<file path="src/include/tsq_defs.svh">
`ifndef TSQ_DEFS_SVH
`define TSQ_DEFS_SVH

// Command byte layout, start bit first on the wire
`define TSQ_CMD_BITS 8
`define TSQ_CMD_START_POS 7
`define TSQ_CMD_CH_MSB_POS 6
`define TSQ_CMD_CH_LSB_POS 4
`define TSQ_CMD_MODE8_POS 3
`define TSQ_CMD_SE_POS 2
`define TSQ_CMD_PD_HI_POS 1
`define TSQ_CMD_PD_LO_POS 0

// Sequencing counts in shift clock falling edges after the start bit
`define TSQ_ACQ_START_FALL 5
`define TSQ_ACQ_CYCLES 3
`define TSQ_RES_BITS 12
`define TSQ_RES_BITS8 8
`define TSQ_FULL_SCALE 4096

// Channel codes
`define TSQ_CH_XPOS 3'h1
`define TSQ_CH_AUXA 3'h2
`define TSQ_CH_YPOS 3'h5
`define TSQ_CH_AUXB 3'h6

`endif

</file>
<file path="src/include/tsq_pkg.sv">
package tsq_pkg;

  typedef enum logic [1:0] {
    TSQ_IDLE,
    TSQ_CMD,
    TSQ_ACQ,
    TSQ_CONV
  } tsq_state_e;

  // Decoded command fields
  typedef struct packed {
    logic [2:0] channel;
    logic mode_8bit;
    logic single_ended_select;
    logic power_down_sel_hi;
    logic power_down_sel_lo;
  } tsq_cmd_s;

  // Panel driver and mux settings
  typedef struct packed {
    logic x_drivers_on;
    logic y_drivers_on;
    logic [1:0] mux_sel;
    logic valid;
  } tsq_route_s;

endpackage

</file>
<file path="src/rtl/tsq_edge_sync.sv">
`include "tsq_defs.svh"

// Two-stage synchroniser for serial pins plus clock edge finder
module tsq_edge_sync
  import tsq_pkg::*;
(
  // System
  input wire logic clk,
  input wire logic rst,
  // Raw pins
  input wire logic sclk_pin,
  input wire logic cs_n_pin,
  input wire logic din_pin,
  // Synchronised levels and edges
  output logic cs_n_s,
  output logic din_s,
  output logic sclk_rise,
  output logic sclk_fall
);

  logic [2:0] meta_q;
  logic [2:0] sync_q;
  logic sclk_prev_q;

  // First stage feeds only the second stage; reset to idle pin levels (select high, clock low)
  always_ff @(posedge clk) begin
    if (rst) begin
      meta_q <= 3'h2; // [RQ2]
      sync_q <= 3'h2; // [RQ2]
      sclk_prev_q <= 1'h0;
    end else begin
      meta_q <= {din_pin, cs_n_pin, sclk_pin};
      sync_q <= meta_q;
      sclk_prev_q <= sync_q[0];
    end
  end

  assign cs_n_s = sync_q[1];
  assign din_s = sync_q[2];
  assign sclk_rise = sync_q[0] & ~sclk_prev_q;
  assign sclk_fall = ~sync_q[0] & sclk_prev_q;

endmodule

</file>
<file path="src/rtl/tsq_touch_adc_serial_sequencer.sv">
`include "tsq_defs.svh"

// Functional notes
// RQ1: Each result bit changes on the shift clock falling edge.
// RQ2: Result output released to high impedance whenever chip select is high.
// RQ3: Busy output released to high impedance whenever chip select is high.
// RQ4: Command bits sampled on the shift clock rising edge.
// RQ5: Chip select low enables shifting; serial activity ignored while it is high.
// RQ6: Shift clock also paces conversion; host keeps it toggling.
// RQ7: Acquisition starts on fifth falling edge after start bit.
// RQ8: Acquisition lasts exactly three shift clock cycles, then the sample holds.
// RQ9: Touch interrupt is open drain, only pulls low.
// RQ10: Result sent MSB first, then remaining bits, then trailing zeros.
// RQ11: Result is straight binary, full scale 4096 codes.
// RQ12: Channel and single-ended bits choose input and panel drivers; others invalid.
// RQ13: Both power-down bits set keep the panel drivers on between conversions.
// RQ14: Busy high from end of acquisition until the first result bit.
module tsq_touch_adc_serial_sequencer
  import tsq_pkg::*;
(
  // System
  input wire logic clk,
  input wire logic rst,
  // Serial pins
  input wire logic shift_and_conversion_clock,
  input wire logic chip_select_n,
  input wire logic serial_cmd_in,
  output logic result_out,
  output logic result_out_en_n,
  output logic busy_out,
  output logic busy_out_en_n,
  // Open-drain touch interrupt
  input wire logic pen_touched,
  output logic touch_detect_irq_o,
  output logic touch_detect_irq_en_n,
  // Converter core
  input wire logic [11:0] sample_code,
  output logic track_en,
  output logic hold_strobe,
  // Panel and mux control
  output logic x_drivers_on,
  output logic y_drivers_on,
  output logic [1:0] mux_sel,
  output logic single_ended_select,
  output logic cmd_invalid
);

  logic cs_n_s;
  logic din_s;
  logic sclk_rise;
  logic sclk_fall;
  tsq_state_e state_q;
  logic [2:0] bit_cnt_q;
  logic [3:0] fall_cnt_q;
  logic [6:0] cmd_sr_q;
  tsq_cmd_s cmd_q;
  tsq_route_s route_q;
  logic [11:0] res_sr_q;
  logic [3:0] res_cnt_q;
  logic result_q;
  logic busy_q;
  logic track_q;
  logic hold_q;

  tsq_edge_sync u_sync (
    .clk(clk),
    .rst(rst),
    .sclk_pin(shift_and_conversion_clock),
    .cs_n_pin(chip_select_n),
    .din_pin(serial_cmd_in),
    .cs_n_s(cs_n_s),
    .din_s(din_s),
    .sclk_rise(sclk_rise),
    .sclk_fall(sclk_fall)
  );

  // Channel decode into drivers and mux
  function automatic tsq_route_s decode_route(input tsq_cmd_s c);
    tsq_route_s r;
    r = '0;
    r.valid = 1'h1;
    case (c.channel)
      `TSQ_CH_XPOS: r.y_drivers_on = 1'h1; // [RQ12]
      `TSQ_CH_YPOS: begin
        r.x_drivers_on = 1'h1; // [RQ12]
        r.mux_sel = 2'h1;
      end
      `TSQ_CH_AUXA: begin
        r.mux_sel = 2'h2;
        r.valid = c.single_ended_select;
      end
      `TSQ_CH_AUXB: begin
        r.mux_sel = 2'h3;
        r.valid = c.single_ended_select;
      end
      default: r.valid = 1'h0; // [RQ12]
    endcase
    return r;
  endfunction

  // Command capture and sequencing on shift clock edges
  always_ff @(posedge clk) begin
    if (rst || cs_n_s) begin // [RQ5]
      state_q <= TSQ_IDLE;
      bit_cnt_q <= 3'h0;
      fall_cnt_q <= 4'h0;
      cmd_sr_q <= 7'h00;
    end else begin
      case (state_q)
        TSQ_IDLE: begin
          if (sclk_rise && din_s) begin // [RQ4]
            state_q <= TSQ_CMD;
            bit_cnt_q <= 3'h0;
            fall_cnt_q <= 4'h0;
          end
        end
        TSQ_CMD: begin
          if (sclk_rise && bit_cnt_q != 3'h7) begin
            cmd_sr_q <= {cmd_sr_q[5:0], din_s}; // [RQ4]
            bit_cnt_q <= bit_cnt_q + 3'h1;
          end
          if (sclk_fall) begin
            fall_cnt_q <= fall_cnt_q + 4'h1;
            if (fall_cnt_q == 4'(`TSQ_ACQ_START_FALL - 1)) begin
              state_q <= TSQ_ACQ; // [RQ7]
              fall_cnt_q <= 4'h0;
            end
          end
        end
        TSQ_ACQ: begin
          // Last command bits still arrive while the input is tracked
          if (sclk_rise && bit_cnt_q != 3'h7) begin
            cmd_sr_q <= {cmd_sr_q[5:0], din_s}; // [RQ4]
            bit_cnt_q <= bit_cnt_q + 3'h1;
          end
          if (sclk_fall) begin
            fall_cnt_q <= fall_cnt_q + 4'h1;
            if (fall_cnt_q == 4'(`TSQ_ACQ_CYCLES - 1)) begin
              state_q <= TSQ_CONV; // [RQ8]
              fall_cnt_q <= 4'h0;
            end
          end
        end
        TSQ_CONV: begin
          if (sclk_fall) begin
            fall_cnt_q <= fall_cnt_q + 4'h1;
            if (fall_cnt_q == 4'hF) begin
              state_q <= TSQ_IDLE; // [RQ6]
            end
          end
        end
        default: state_q <= TSQ_IDLE;
      endcase
    end
  end

  // Latch command fields once the full byte is in
  always_ff @(posedge clk) begin
    if (rst) begin
      cmd_q <= '0;
      route_q <= '0;
    end else if (state_q == TSQ_ACQ && fall_cnt_q == 4'(`TSQ_ACQ_CYCLES - 1) && sclk_fall) begin
      cmd_q <= cmd_sr_q;
      route_q <= decode_route(cmd_sr_q);
    end
  end

  // Acquisition window and hold pulse
  always_ff @(posedge clk) begin
    if (rst) begin
      track_q <= 1'h0;
      hold_q <= 1'h0;
    end else begin
      track_q <= (state_q == TSQ_ACQ) && !cs_n_s; // [RQ8]
      hold_q <= (state_q == TSQ_ACQ) && sclk_fall && fall_cnt_q == 4'(`TSQ_ACQ_CYCLES - 1);
    end
  end

  // Result shifter: MSB first, zeros after the last bit
  always_ff @(posedge clk) begin
    if (rst || cs_n_s) begin
      res_sr_q <= 12'h000;
      res_cnt_q <= 4'h0;
      result_q <= 1'h0;
      busy_q <= 1'h0;
    end else begin
      if (hold_q) begin
        res_sr_q <= sample_code; // [RQ11]
        res_cnt_q <= 4'h0;
        busy_q <= 1'h1; // [RQ14]
      end else if (state_q == TSQ_CONV && sclk_fall) begin
        busy_q <= 1'h0; // [RQ14]
        if (res_cnt_q < 4'(cmd_q.mode_8bit ? `TSQ_RES_BITS8 : `TSQ_RES_BITS)) begin
          result_q <= res_sr_q[11]; // [RQ1] [RQ10]
          res_sr_q <= {res_sr_q[10:0], 1'h0};
          res_cnt_q <= res_cnt_q + 4'h1;
        end else begin
          result_q <= 1'h0; // [RQ10]
        end
      end
    end
  end

  // Pin drivers; enables are active low
  assign result_out = result_q;
  assign result_out_en_n = cs_n_s; // [RQ2]
  assign busy_out = busy_q;
  assign busy_out_en_n = cs_n_s; // [RQ3]
  assign touch_detect_irq_o = 1'h0; // [RQ9]
  assign touch_detect_irq_en_n = ~(pen_touched && state_q == TSQ_IDLE); // [RQ9]
  assign track_en = track_q;
  assign hold_strobe = hold_q;
  assign single_ended_select = cmd_q.single_ended_select;
  assign cmd_invalid = ~route_q.valid;
  assign mux_sel = route_q.mux_sel;
  // Drivers stay on between conversions when both power-down bits are set
  assign x_drivers_on = route_q.x_drivers_on &&
    ((state_q != TSQ_IDLE) || (cmd_q.power_down_sel_hi && cmd_q.power_down_sel_lo)); // [RQ13]
  assign y_drivers_on = route_q.y_drivers_on &&
    ((state_q != TSQ_IDLE) || (cmd_q.power_down_sel_hi && cmd_q.power_down_sel_lo)); // [RQ13]

  // Checks
  acq_len_a: assert property (@(posedge clk) disable iff (rst) // [RQ8]
    $rose(track_q) |-> track_q throughout (##[1:60] hold_q)) else $error("acquisition window broken");
  hold_end_a: assert property (@(posedge clk) disable iff (rst) // [RQ8]
    hold_q |=> !track_q) else $error("track stayed on after hold");
  dout_hiz_a: assert property (@(posedge clk) disable iff (rst) // [RQ2]
    cs_n_s |-> result_out_en_n) else $error("result driven with cs high");
  busy_hiz_a: assert property (@(posedge clk) disable iff (rst) // [RQ3]
    cs_n_s |-> busy_out_en_n) else $error("busy driven with cs high");
  busy_set_a: assert property (@(posedge clk) disable iff (rst) // [RQ14]
    hold_q && !cs_n_s |=> busy_q) else $error("busy not raised at hold");
  dout_fall_a: assert property (@(posedge clk) disable iff (rst) // [RQ1]
    !cs_n_s && $past(!cs_n_s) && result_q != $past(result_q) |-> $past(sclk_fall)) else $error("data moved off edge");
  irq_od_a: assert property (@(posedge clk) disable iff (rst) // [RQ9]
    !touch_detect_irq_en_n |-> !touch_detect_irq_o) else $error("irq drove high");
  ignore_cs_a: assert property (@(posedge clk) disable iff (rst) // [RQ5]
    cs_n_s |=> state_q == TSQ_IDLE) else $error("sequencer ran with cs high");

endmodule

</file>
<file path="config.mk">
export PLATFORM = sky130hd
export DESIGN_NAME = tsq_touch_adc_serial_sequencer
export DESIGN_NICKNAME = d
export VERILOG_FILES = /design/src/include/tsq_pkg.sv /design/src/rtl/tsq_edge_sync.sv /design/src/rtl/tsq_touch_adc_serial_sequencer.sv
export VERILOG_INCLUDE_DIRS = /design/src /design/src/include
export SDC_FILE = /design/constraint.sdc
export NUM_CORES = 1
export LEC_CHECK = 0
export BUFFER_PORTS_ARGS = -buffer_cell sky130_fd_sc_hd__buf_2
export CAP_MARGIN = 5
export CORE_MARGIN = 2
export CORE_UTILIZATION = 40
export CTS_BUF_LIST = sky130_fd_sc_hd__clkbuf_8
export DETAILED_ROUTE_END_ITERATION = 8
export GPL_TIMING_DRIVEN = 0
export HOLD_SLACK_MARGIN = 0.05
export MAX_ROUTING_LAYER = met4
export PLACE_DENSITY = 0.62
export SETUP_SLACK_MARGIN = 0.5
export SLEW_MARGIN = 20
export SYNTH_ARGS = -nofsm -noshare
export SYNTH_HDL_FRONTEND = slang
export SYNTH_HIERARCHICAL = 1
export SYNTH_SLANG_ARGS = --single-unit
</file>
<file path="constraint.sdc">
create_clock -name clk -period 2.02 [get_ports clk]
set_clock_uncertainty 0.05 [all_clocks]
set_input_delay 0.202 -clock clk [delete_from_list [all_inputs] [get_ports clk]]
set_output_delay 0.202 -clock clk [all_outputs]
set_load 0.005 [all_outputs]
</file>
Word-level counts from Yosys, hierarchy flattened:

Index checks and enable logic that the tools add are counted.

* memory bits (read-only): 0
* input bits: 18
* bits in registers: 52
* bits in writable memories: 0
* latch bits: 0
* output and inout bits: 14
* memories: 0

* bitwise logic cells: 7
* shifts and indexed selects: 0
* div/mod/pow operators: 0
* equality and inequality tests: 19
* add/sub/neg operators: 3
* magnitude comparators: 1
* multiplexer cells: 29
* $mul: 0
* reduce and logical (&&, ||, !) cells: 31

Operators by type and width (number)
* 12-bit two-way mux: 3
* 4-bit two-way mux: 6
* 4-bit case mux with 4 select lines: 1
* 2-bit two-way mux: 7
* 2-bit != test (second input constant): 7
* 1-bit logical AND: 12
* 3-bit two-way mux: 3
* 4-bit by 1-bit adder with 4-bit output (second input constant): 2
* 2-bit case mux with 4 select lines: 1
* 2-bit AND reduction: 4
* 2-bit nonzero test: 4
* 2-bit OR reduction: 4
* 7-bit AND reduction: 1
* 3-bit equality test (second input constant): 2
* 2-bit case mux with 3 select lines: 1
* 3-bit case mux with 2 select lines: 1
* 1-bit two-way mux: 5
* 1-bit NOT: 5
* 2-bit equality test (second input constant): 2
* 4-bit by 2-bit equality test with 1-bit output (second input constant): 1
* 4-bit by 3-bit equality test with 1-bit output (second input constant): 1
* 4-bit equality test (second input constant): 1
* 4-bit < comparator: 1
* 4-bit AND reduction: 1
* other kinds (12): 14

Logic depth before layout (Yosys ltp):

Gate-level depths: netlist (run 1).

* depth in word-level cells: 5
* depth in mapped cells: 6
* gate-level depth less buffers: 6

Modules after synthesis:

The synthesis (run 1) kept the hierarchy.

Modules (own cells, without submodules)
* tsq_touch_adc_serial_sequencer: cells an instance 244, instances 1, area an instance 2129.5 µm², sequential area each 900.9 µm²
* tsq_edge_sync: cells an instance 16, instances 1, area an instance 196.4 µm², sequential area each 140.1 µm²

Least setup slack after synthesis (run 1):

No wires, ideal clock.

* path kind: register to register
* start: reg state_q[0]
* end: reg state_q[1]
* setup slack: 0.377 ns
* data arrival time: 1.534 ns
* period minus slack after synthesis: 1.643 ns
* stages on the path, launching flop included: 7
* setup time: 0.059 ns
* path through: dfxtp_1 > inv_1 > ha_1 > and4bb_1 > or3_4 > a211o_1 > nand2_1

* cells in the longest elaborated chain, start to end: 3
* elaborated cells between the ends (all ways): 13

RTL lines
* from (decl): RTL line tsq_touch_adc_serial_sequencer.sv:52 `tsq_state_e state_q;`
* from (signal assigned): RTL line tsq_touch_adc_serial_sequencer.sv:104 `state_q <= TSQ_IDLE;`
* from (signal assigned): RTL line tsq_touch_adc_serial_sequencer.sv:112 `state_q <= TSQ_CMD;`
* from (signal assigned): RTL line tsq_touch_adc_serial_sequencer.sv:125 `state_q <= TSQ_ACQ;`
* 2-bit equality test, or another cell as far along: RTL line tsq_touch_adc_serial_sequencer.sv:109 `case (state_q)`
* 2-bit != test (no source line)
* 7-bit AND reduction (no source line)

Parallel ways exist; a longest one is shown, timed or not.
A chain may end at the register's enable or synchronous reset.

Worst setup path in the final report (run 1):

Same ends and word-level chain as after synthesis.

==> results.json, run 1 <==
{
  "status": "finished clean",
  "cap_violations": 0,
  "viasPerCell": 4.976,
  "max_freq_mhz": 613.6,
  "die_area_mm2": 0.006441,
  "pwr-share-seq_pct": 61.1,
  "cts_buffers": 5,
  "chipWidth_um": 80.26,
  "coreArea_mm2": 0.005574,
  "critPathLaunch": "state_q[0]$_SDFFE_PP0P_",
  "hold_start": "serial_cmd_in",
  "clkSinkCount": 52,
  "slew_headroom_pct": 62.34,
  "die_height_um": 80.26,
  "worst_slew_pin_slew_ps": 564.8,
  "antenna_found_initial": 0,
  "peakVddDrop_v": 0.0002562,
  "dpl-instance-area_mm2": 0.002597,
  "synthToLayoutAreaGrowth_pct": 23.18,
  "num_rows": 27,
  "antenna_cells": 0,
  "instances_no_fill": 378,
  "grt.total_usage_pct": 15.91,
  "dp_slack_ps": 287.9,
  "criticalPathCategory": "flop to flop",
  "fin_nets": 334,
  "initial_core_util_pct": 41.73,
  "root_buffer": "clkbuf_8",
  "via_count": 1881,
  "synth_edf_count": 0,
  "drt_iter0_drc": 67,
  "placed_cells": 362,
  "combPwrFrac_pct": 2.9,
  "finalSetupViolCount": 0,
  "synth_fp_nets": 289,
  "overflow": 0,
  "clockBufferDepth": 2,
  "clkTransAtPathRegs_ps": 90,
  "synth_flop_cell": "dfxtp_1",
  "rsz0062_at_grt": "true",
  "fin_ws_ps": 390.3,
  "r2r_start": "state_q[0]$_SDFFE_PP0P_",
  "crit_path_start_kind": "flop",
  "min_period_ps": 1630,
  "synth-seq-cells": 52,
  "arrival_ps": 1820,
  "final_common_cell": "dfxtp_1",
  "pwr-share-clk_pct": 36.0,
  "fillers": 541,
  "avgRoutedWirePerCell_um": 12.37,
  "drive_gt1_share_pct": 29.08,
  "wl_um": 4675,
  "tns_ps": 0,
  "htree_levels": 2,
  "grt_pass1_vias": 1737,
  "drt_first_pass_iters": 4,
  "syn_area_mm2": 0.002326,
  "drv_slew": 0,
  "ioPinCount": 32,
  "power.switching_uw": 358.3,
  "clk_latency_ps": 300,
  "gp_congestion": 0.7773,
  "worstPathRequired_ps": 2210,
  "ys_warn_count": 6,
  "end_kind": "flop",
  "cellLeakagePower_nw": 1.123,
  "fin_crit_sh_pct": 80.68,
  "dp_hpwl_um": 3276,
  "yosysSeqAreaShare_pct": 44.76,
  "drcViolationCount": 0,
  "antenna_left": 0,
  "grt_start_max_net_pins": 16,
  "hp-class": "input pin to flop",
  "ys_types": 41,
  "syn_area_per_cell_um2": 8.946,
  "hold_violations": 0,
  "io_buffers": 30,
  "async_reset_ff_share_pct": 0,
  "internal_power_mw": 1.326,
  "layout_common_cells": "dfxtp_1 (47), nand2_1 (37), buf_2 (32)",
  "powerDensity_mw_per_mm2": 587.9,
  "grt_pass1_wl_um": 7866,
  "netSwitchingFraction_pct": 21.27,
  "final_area_mm2": 0.002865,
  "worstPathMaxFanout": 6,
  "cts_tree": "built",
  "syn_inst": 260
}
[power groups by stage]
stage	combinational [mW]	clock [mW]	sequential [mW]
6_report	0.0491	0.606	1.03
5_1_grt	0.0552	0.677	1.03
4_1_cts	0.0494	0.628	1.03
2_1_floorplan	0.0207	0	1.06
3_3_place_gp	0.0464	0	1.06
3_5_place_dp	0.0469	0	1.06
[cell families after synthesis]
logic type | synth area share (%)
other | 0.1612
muxes | 5.164
buffers and inverters | 4.787
adders and majority gates | 5.917
AOI/OAI and AO/OA | 13.83
xor gates and xnor gates | 0.7532
DFF | 44.76
and+or+nand+nor | 24.64
[cell usage after synthesis (all sizes together) (2+ instances only)]
cell type  instances  area (um2)
a211oi            13       97.59
o21ai              4       20.01
or2                3       18.77
buf                9       58.80
a21oi             24       120.1
nor3               7       35.03
nand4b             2       17.52
xor2               2       17.52
inv                6       22.52
nor2b             13       81.33
dfxtp             52        1041
nor2              19       71.32
ha                11       137.6
nand3b             4       30.03
and4               2       20.02
nand2             37       138.9
clkbuf             8       30.03
nand4              6       37.54
mux2i             12       120.1
nand3             10       55.05
[routing by layer]
layer	share of wire (%)	vias to the layer above	global-route usage (%)
met3	2.7	6	3.708
met5	0	-	-
met4	1.2	0	4.576
li1	-	991	-
met2	45	20	24.83
met1	51	864	20.65
[path summary, 6_finish.rpt]
kind | slack (ps) | end | depth (start not counted)
worst max-delay path | 390 | state_q[1]$_SDFFE_PP0P_ | 6
worst min-delay path | 60 | u_sync/meta_q[2]$_SDFF_PP0_ | 2
worst max register to register | 390 | state_q[1]$_SDFFE_PP0P_ | 6
worst min register to register | 360 | u_sync/sync_q[1]$_SDFF_PP1_ | 1
[worst max-delay path: stages (launching register included)]
cell and delay, ps:
dfxtp_4 370, inv_4 80, ha_4 170, and4bb_1 230, or3_4 360, a211o_1 260, nand2_1 50
[timing repair]
item,CTS,global route
setup endpoints to repair,29,42
endpoints found under the hold margin,1,0
setup buffers,6,0
gates cloned,0,1
pin swaps,4,2
gates resized for setup,24,16
hold buffers,1,0
[flip-flops by register name, summed over array words and instances, names as in the netlist]
register and flops:
bit_cnt_q 3, busy_out 1, cmd_q 3, cmd_sr_q 7
fall_cnt_q 4, hold_strobe 1, mux_sel 2, res_cnt_q 4
res_sr_q 12, result_out 1, route_q 3, single_ended_select 1
state_q 2, track_en 1, u_sync/meta_q 3, u_sync/sclk_prev_q 1
u_sync/sync_q 3
[stage by stage]
step                      power [mW]  utilization, %  hold slack (ps)
after global placement         1.103           46.60            338.0
final                          1.684           51.40            56.01
after floorplan                1.077               -            223.6
after global routing           1.763           51.40            75.57
after CTS                      1.707           50.80            50.61
after detailed placement       1.103           46.60            335.2
[final cells by class]
type | instances | area [um2] | area share, %
inverters | 6 | 27.53 | 0.9607
multi-input cells | 185 | 1277 | 44.59
well taps | 72 | 90.09 | 3.144
repair buffers | 38 | 210.2 | 7.336
clock buffers | 6 | 82.58 | 2.882
flip-flops and latches | 52 | 1052 | 36.72
clock inverters | 2 | 10.01 | 0.3493
plain buffers | 17 | 115.1 | 4.017
(Power assumes the default switching activity.)
==> run 2: changes to the inputs <==
- clock period: 2.02 -> 1.6 ns (I/O delays scaled with it)
==> results.json, run 2 (same netlist as run 1, synthesis figures left out) <==
{
  "grt_pass1_vias": 1719,
  "clockBufferDepth": 2,
  "placed_cells": 362,
  "drv_slew": 0,
  "cap_violations": 0,
  "ioPinCount": 32,
  "powerDensity_mw_per_mm2": 719.8,
  "instances_no_fill": 386,
  "die_height_um": 80.26,
  "fin_crit_sh_pct": 100.8,
  "regArea_mm2": 0.001057,
  "fin_ws_ps": -13.01,
  "crit_path_start_kind": "flop",
  "cts_tree": "built",
  "rsz0062_at_grt": "true",
  "drt_iter0_drc": 101,
  "antenna_cells": 0,
  "holdPathStages": 3,
  "antenna_found_initial": 0,
  "status": "finished with violations",
  "criticalPathCategory": "flop to flop",
  "layout_common_cells": "dfxtp_1 (43), nand2_1 (28), buf_2 (28)",
  "gp_congestion": 0.7805,
  "cellLeakagePower_nw": 1.228,
  "coreArea_mm2": 0.005574,
  "worstPathRequired_ps": 1790,
  "min_period_ps": 1613,
  "hp-class": "input pin to flop",
  "reg.largest.list": "res_sr_q: 12 flops, cmd_sr_q: 7 flops",
  "antenna_left": 0,
  "finalPower_mw": 2.256,
  "grt.total_usage_pct": 16.68,
  "synthToLayoutAreaGrowth_pct": 34.75,
  "internal_power_mw": 1.802,
  "hold_violations": 0,
  "root_buffer": "clkbuf_8",
  "worstPathMaxFanout": 6,
  "finalSetupViolCount": 3,
  "wl_um": 4893,
  "max_freq_mhz": 620.0,
  "multi_input_area_mm2": 0.001355,
  "netSwitchingFraction_pct": 20.11,
  "avgRoutedWirePerCell_um": 12.68,
  "peakVddDrop_v": 0.0005019,
  "ff2ff_path_depth": 6,
  "htree_levels": 2,
  "end_kind": "flop",
  "grt_start_max_net_pins": 16,
  "dp_hpwl_um": 3233,
  "worst_slew_pin_slew_ps": 516.1,
  "power.switching_uw": 453.6,
  "viasPerCell": 5.031,
  "num_rows": 27,
  "clk_latency_ps": 300,
  "fillers": 507,
  "drive_gt1_share_pct": 37.26,
  "dp_slack_ps": -102.8,
  "combPwrFrac_pct": 3.6,
  "hold_ws_ps": 68.56,
  "pwr-share-clk_pct": 38.7,
  "grt_pass1_wl_um": 8169,
  "fin_nets": 342,
  "largest_reg_flops": 12,
  "clkSinkCount": 52,
  "die_area_mm2": 0.006441,
  "violations": "negative setup slack",
  "slew_headroom_pct": 65.59,
  "top_register": "res_sr_q",
  "via_count": 1942,
  "drt_first_pass_iters": 5,
  "overflow": 0,
  "io_buffers": 30,
  "initial_core_util_pct": 41.73,
  "clkTransAtPathRegs_ps": 90,
  "cts_buffers": 5,
  "arrival_ps": 1810,
  "final_common_cell": "dfxtp_1",
  "drcViolationCount": 0,
  "chipWidth_um": 80.26,
  "pwr-share-seq_pct": 57.7
}
## run 2: cell types whose count changed in the layout (fill, tap and decap cells not counted), sizes merged
cell,previous run,this run
clkbuf,13,14
buf,47,50
clkinv,2,1
bufinv,0,1
inv,6,7
dlygate4sd3,1,4
## run 2: worst max-delay path, cell delays in order (launching register included)
cell and delay [ps]:
dfxtp_4 370, inv_6 70, ha_4 160, and4bb_1 230, or3_4 350, a211o_1 260, nand2_1 60
## run 2: power groups by stage
stage               Combinational (mW)  Clock, mW  Sequential, mW
floorplan                       0.0290          0            1.33
global placement                0.0611          0            1.33
detailed placement              0.0619          0            1.33
CTS                             0.0781      0.905            1.30
global route                    0.0892      0.966            1.30
finish                          0.0813      0.873            1.30
## run 2: final cells by class
| class | count | share of cell area, % |
|---|---|---|
| Tap cell | 72 | 2.874 |
| Inverter | 6 | 0.9581 |
| Buffer | 17 | 5.230 |
| Clock inverter | 3 | 1.238 |
| Sequential cell | 52 | 33.73 |
| Timing Repair Buffer | 46 | 10.54 |
| Clock buffer | 5 | 2.196 |
| Multi-Input combinational cell | 185 | 43.23 |
## run 2: path summary, 6_finish.rpt
| check | startpoint | endpoint | slack [ps] |
|---|---|---|---|
| worst max register to register | state_q[0]$_SDFFE_PP0P_ | state_q[1]$_SDFFE_PP0P_ | -10 |
| worst min register to register | u_sync/meta_q[1]$_SDFF_PP1_ | u_sync/sync_q[1]$_SDFF_PP1_ | 360 |
| worst min-delay path | sample_code[10] | res_sr_q[10]$_SDFFE_PP0P_ | 70 |
| worst max-delay path | state_q[0]$_SDFFE_PP0P_ | state_q[1]$_SDFFE_PP0P_ | -10 |
## run 2: timing repair
action | 4_1_cts | 5_1_grt
pin swaps | 28 | 5
setup endpoints to repair | 47 | 49
buffers inserted | 10 | 0
hold buffers | 4 | 0
resized for setup | 53 | 15
hold endpoints to repair | 4 | 0
gates cloned | 2 | 0
## run 2: metrics by stage
stage                     setup TNS, ps  util (%)  area (um2)
after global placement           -396.5     47.45        2645
after detailed placement         -652.0     47.45        2645
final                            -24.56     56.23        3134
after global routing             -558.4     56.23        3134
after CTS                        -18.95     55.42        3089
after floorplan                       0         -        2405
## run 2: metal layers
metal / track usage, % / up-vias / part of all wire [%]
li1: - / 1007 / -
met1: 21.96 / 912 / 48
met2: 25.67 / 19 / 48
met3: 3.708 / 4 / 2.4
met4: 5.085 / 0 / 0.92
met5: - / - / 0
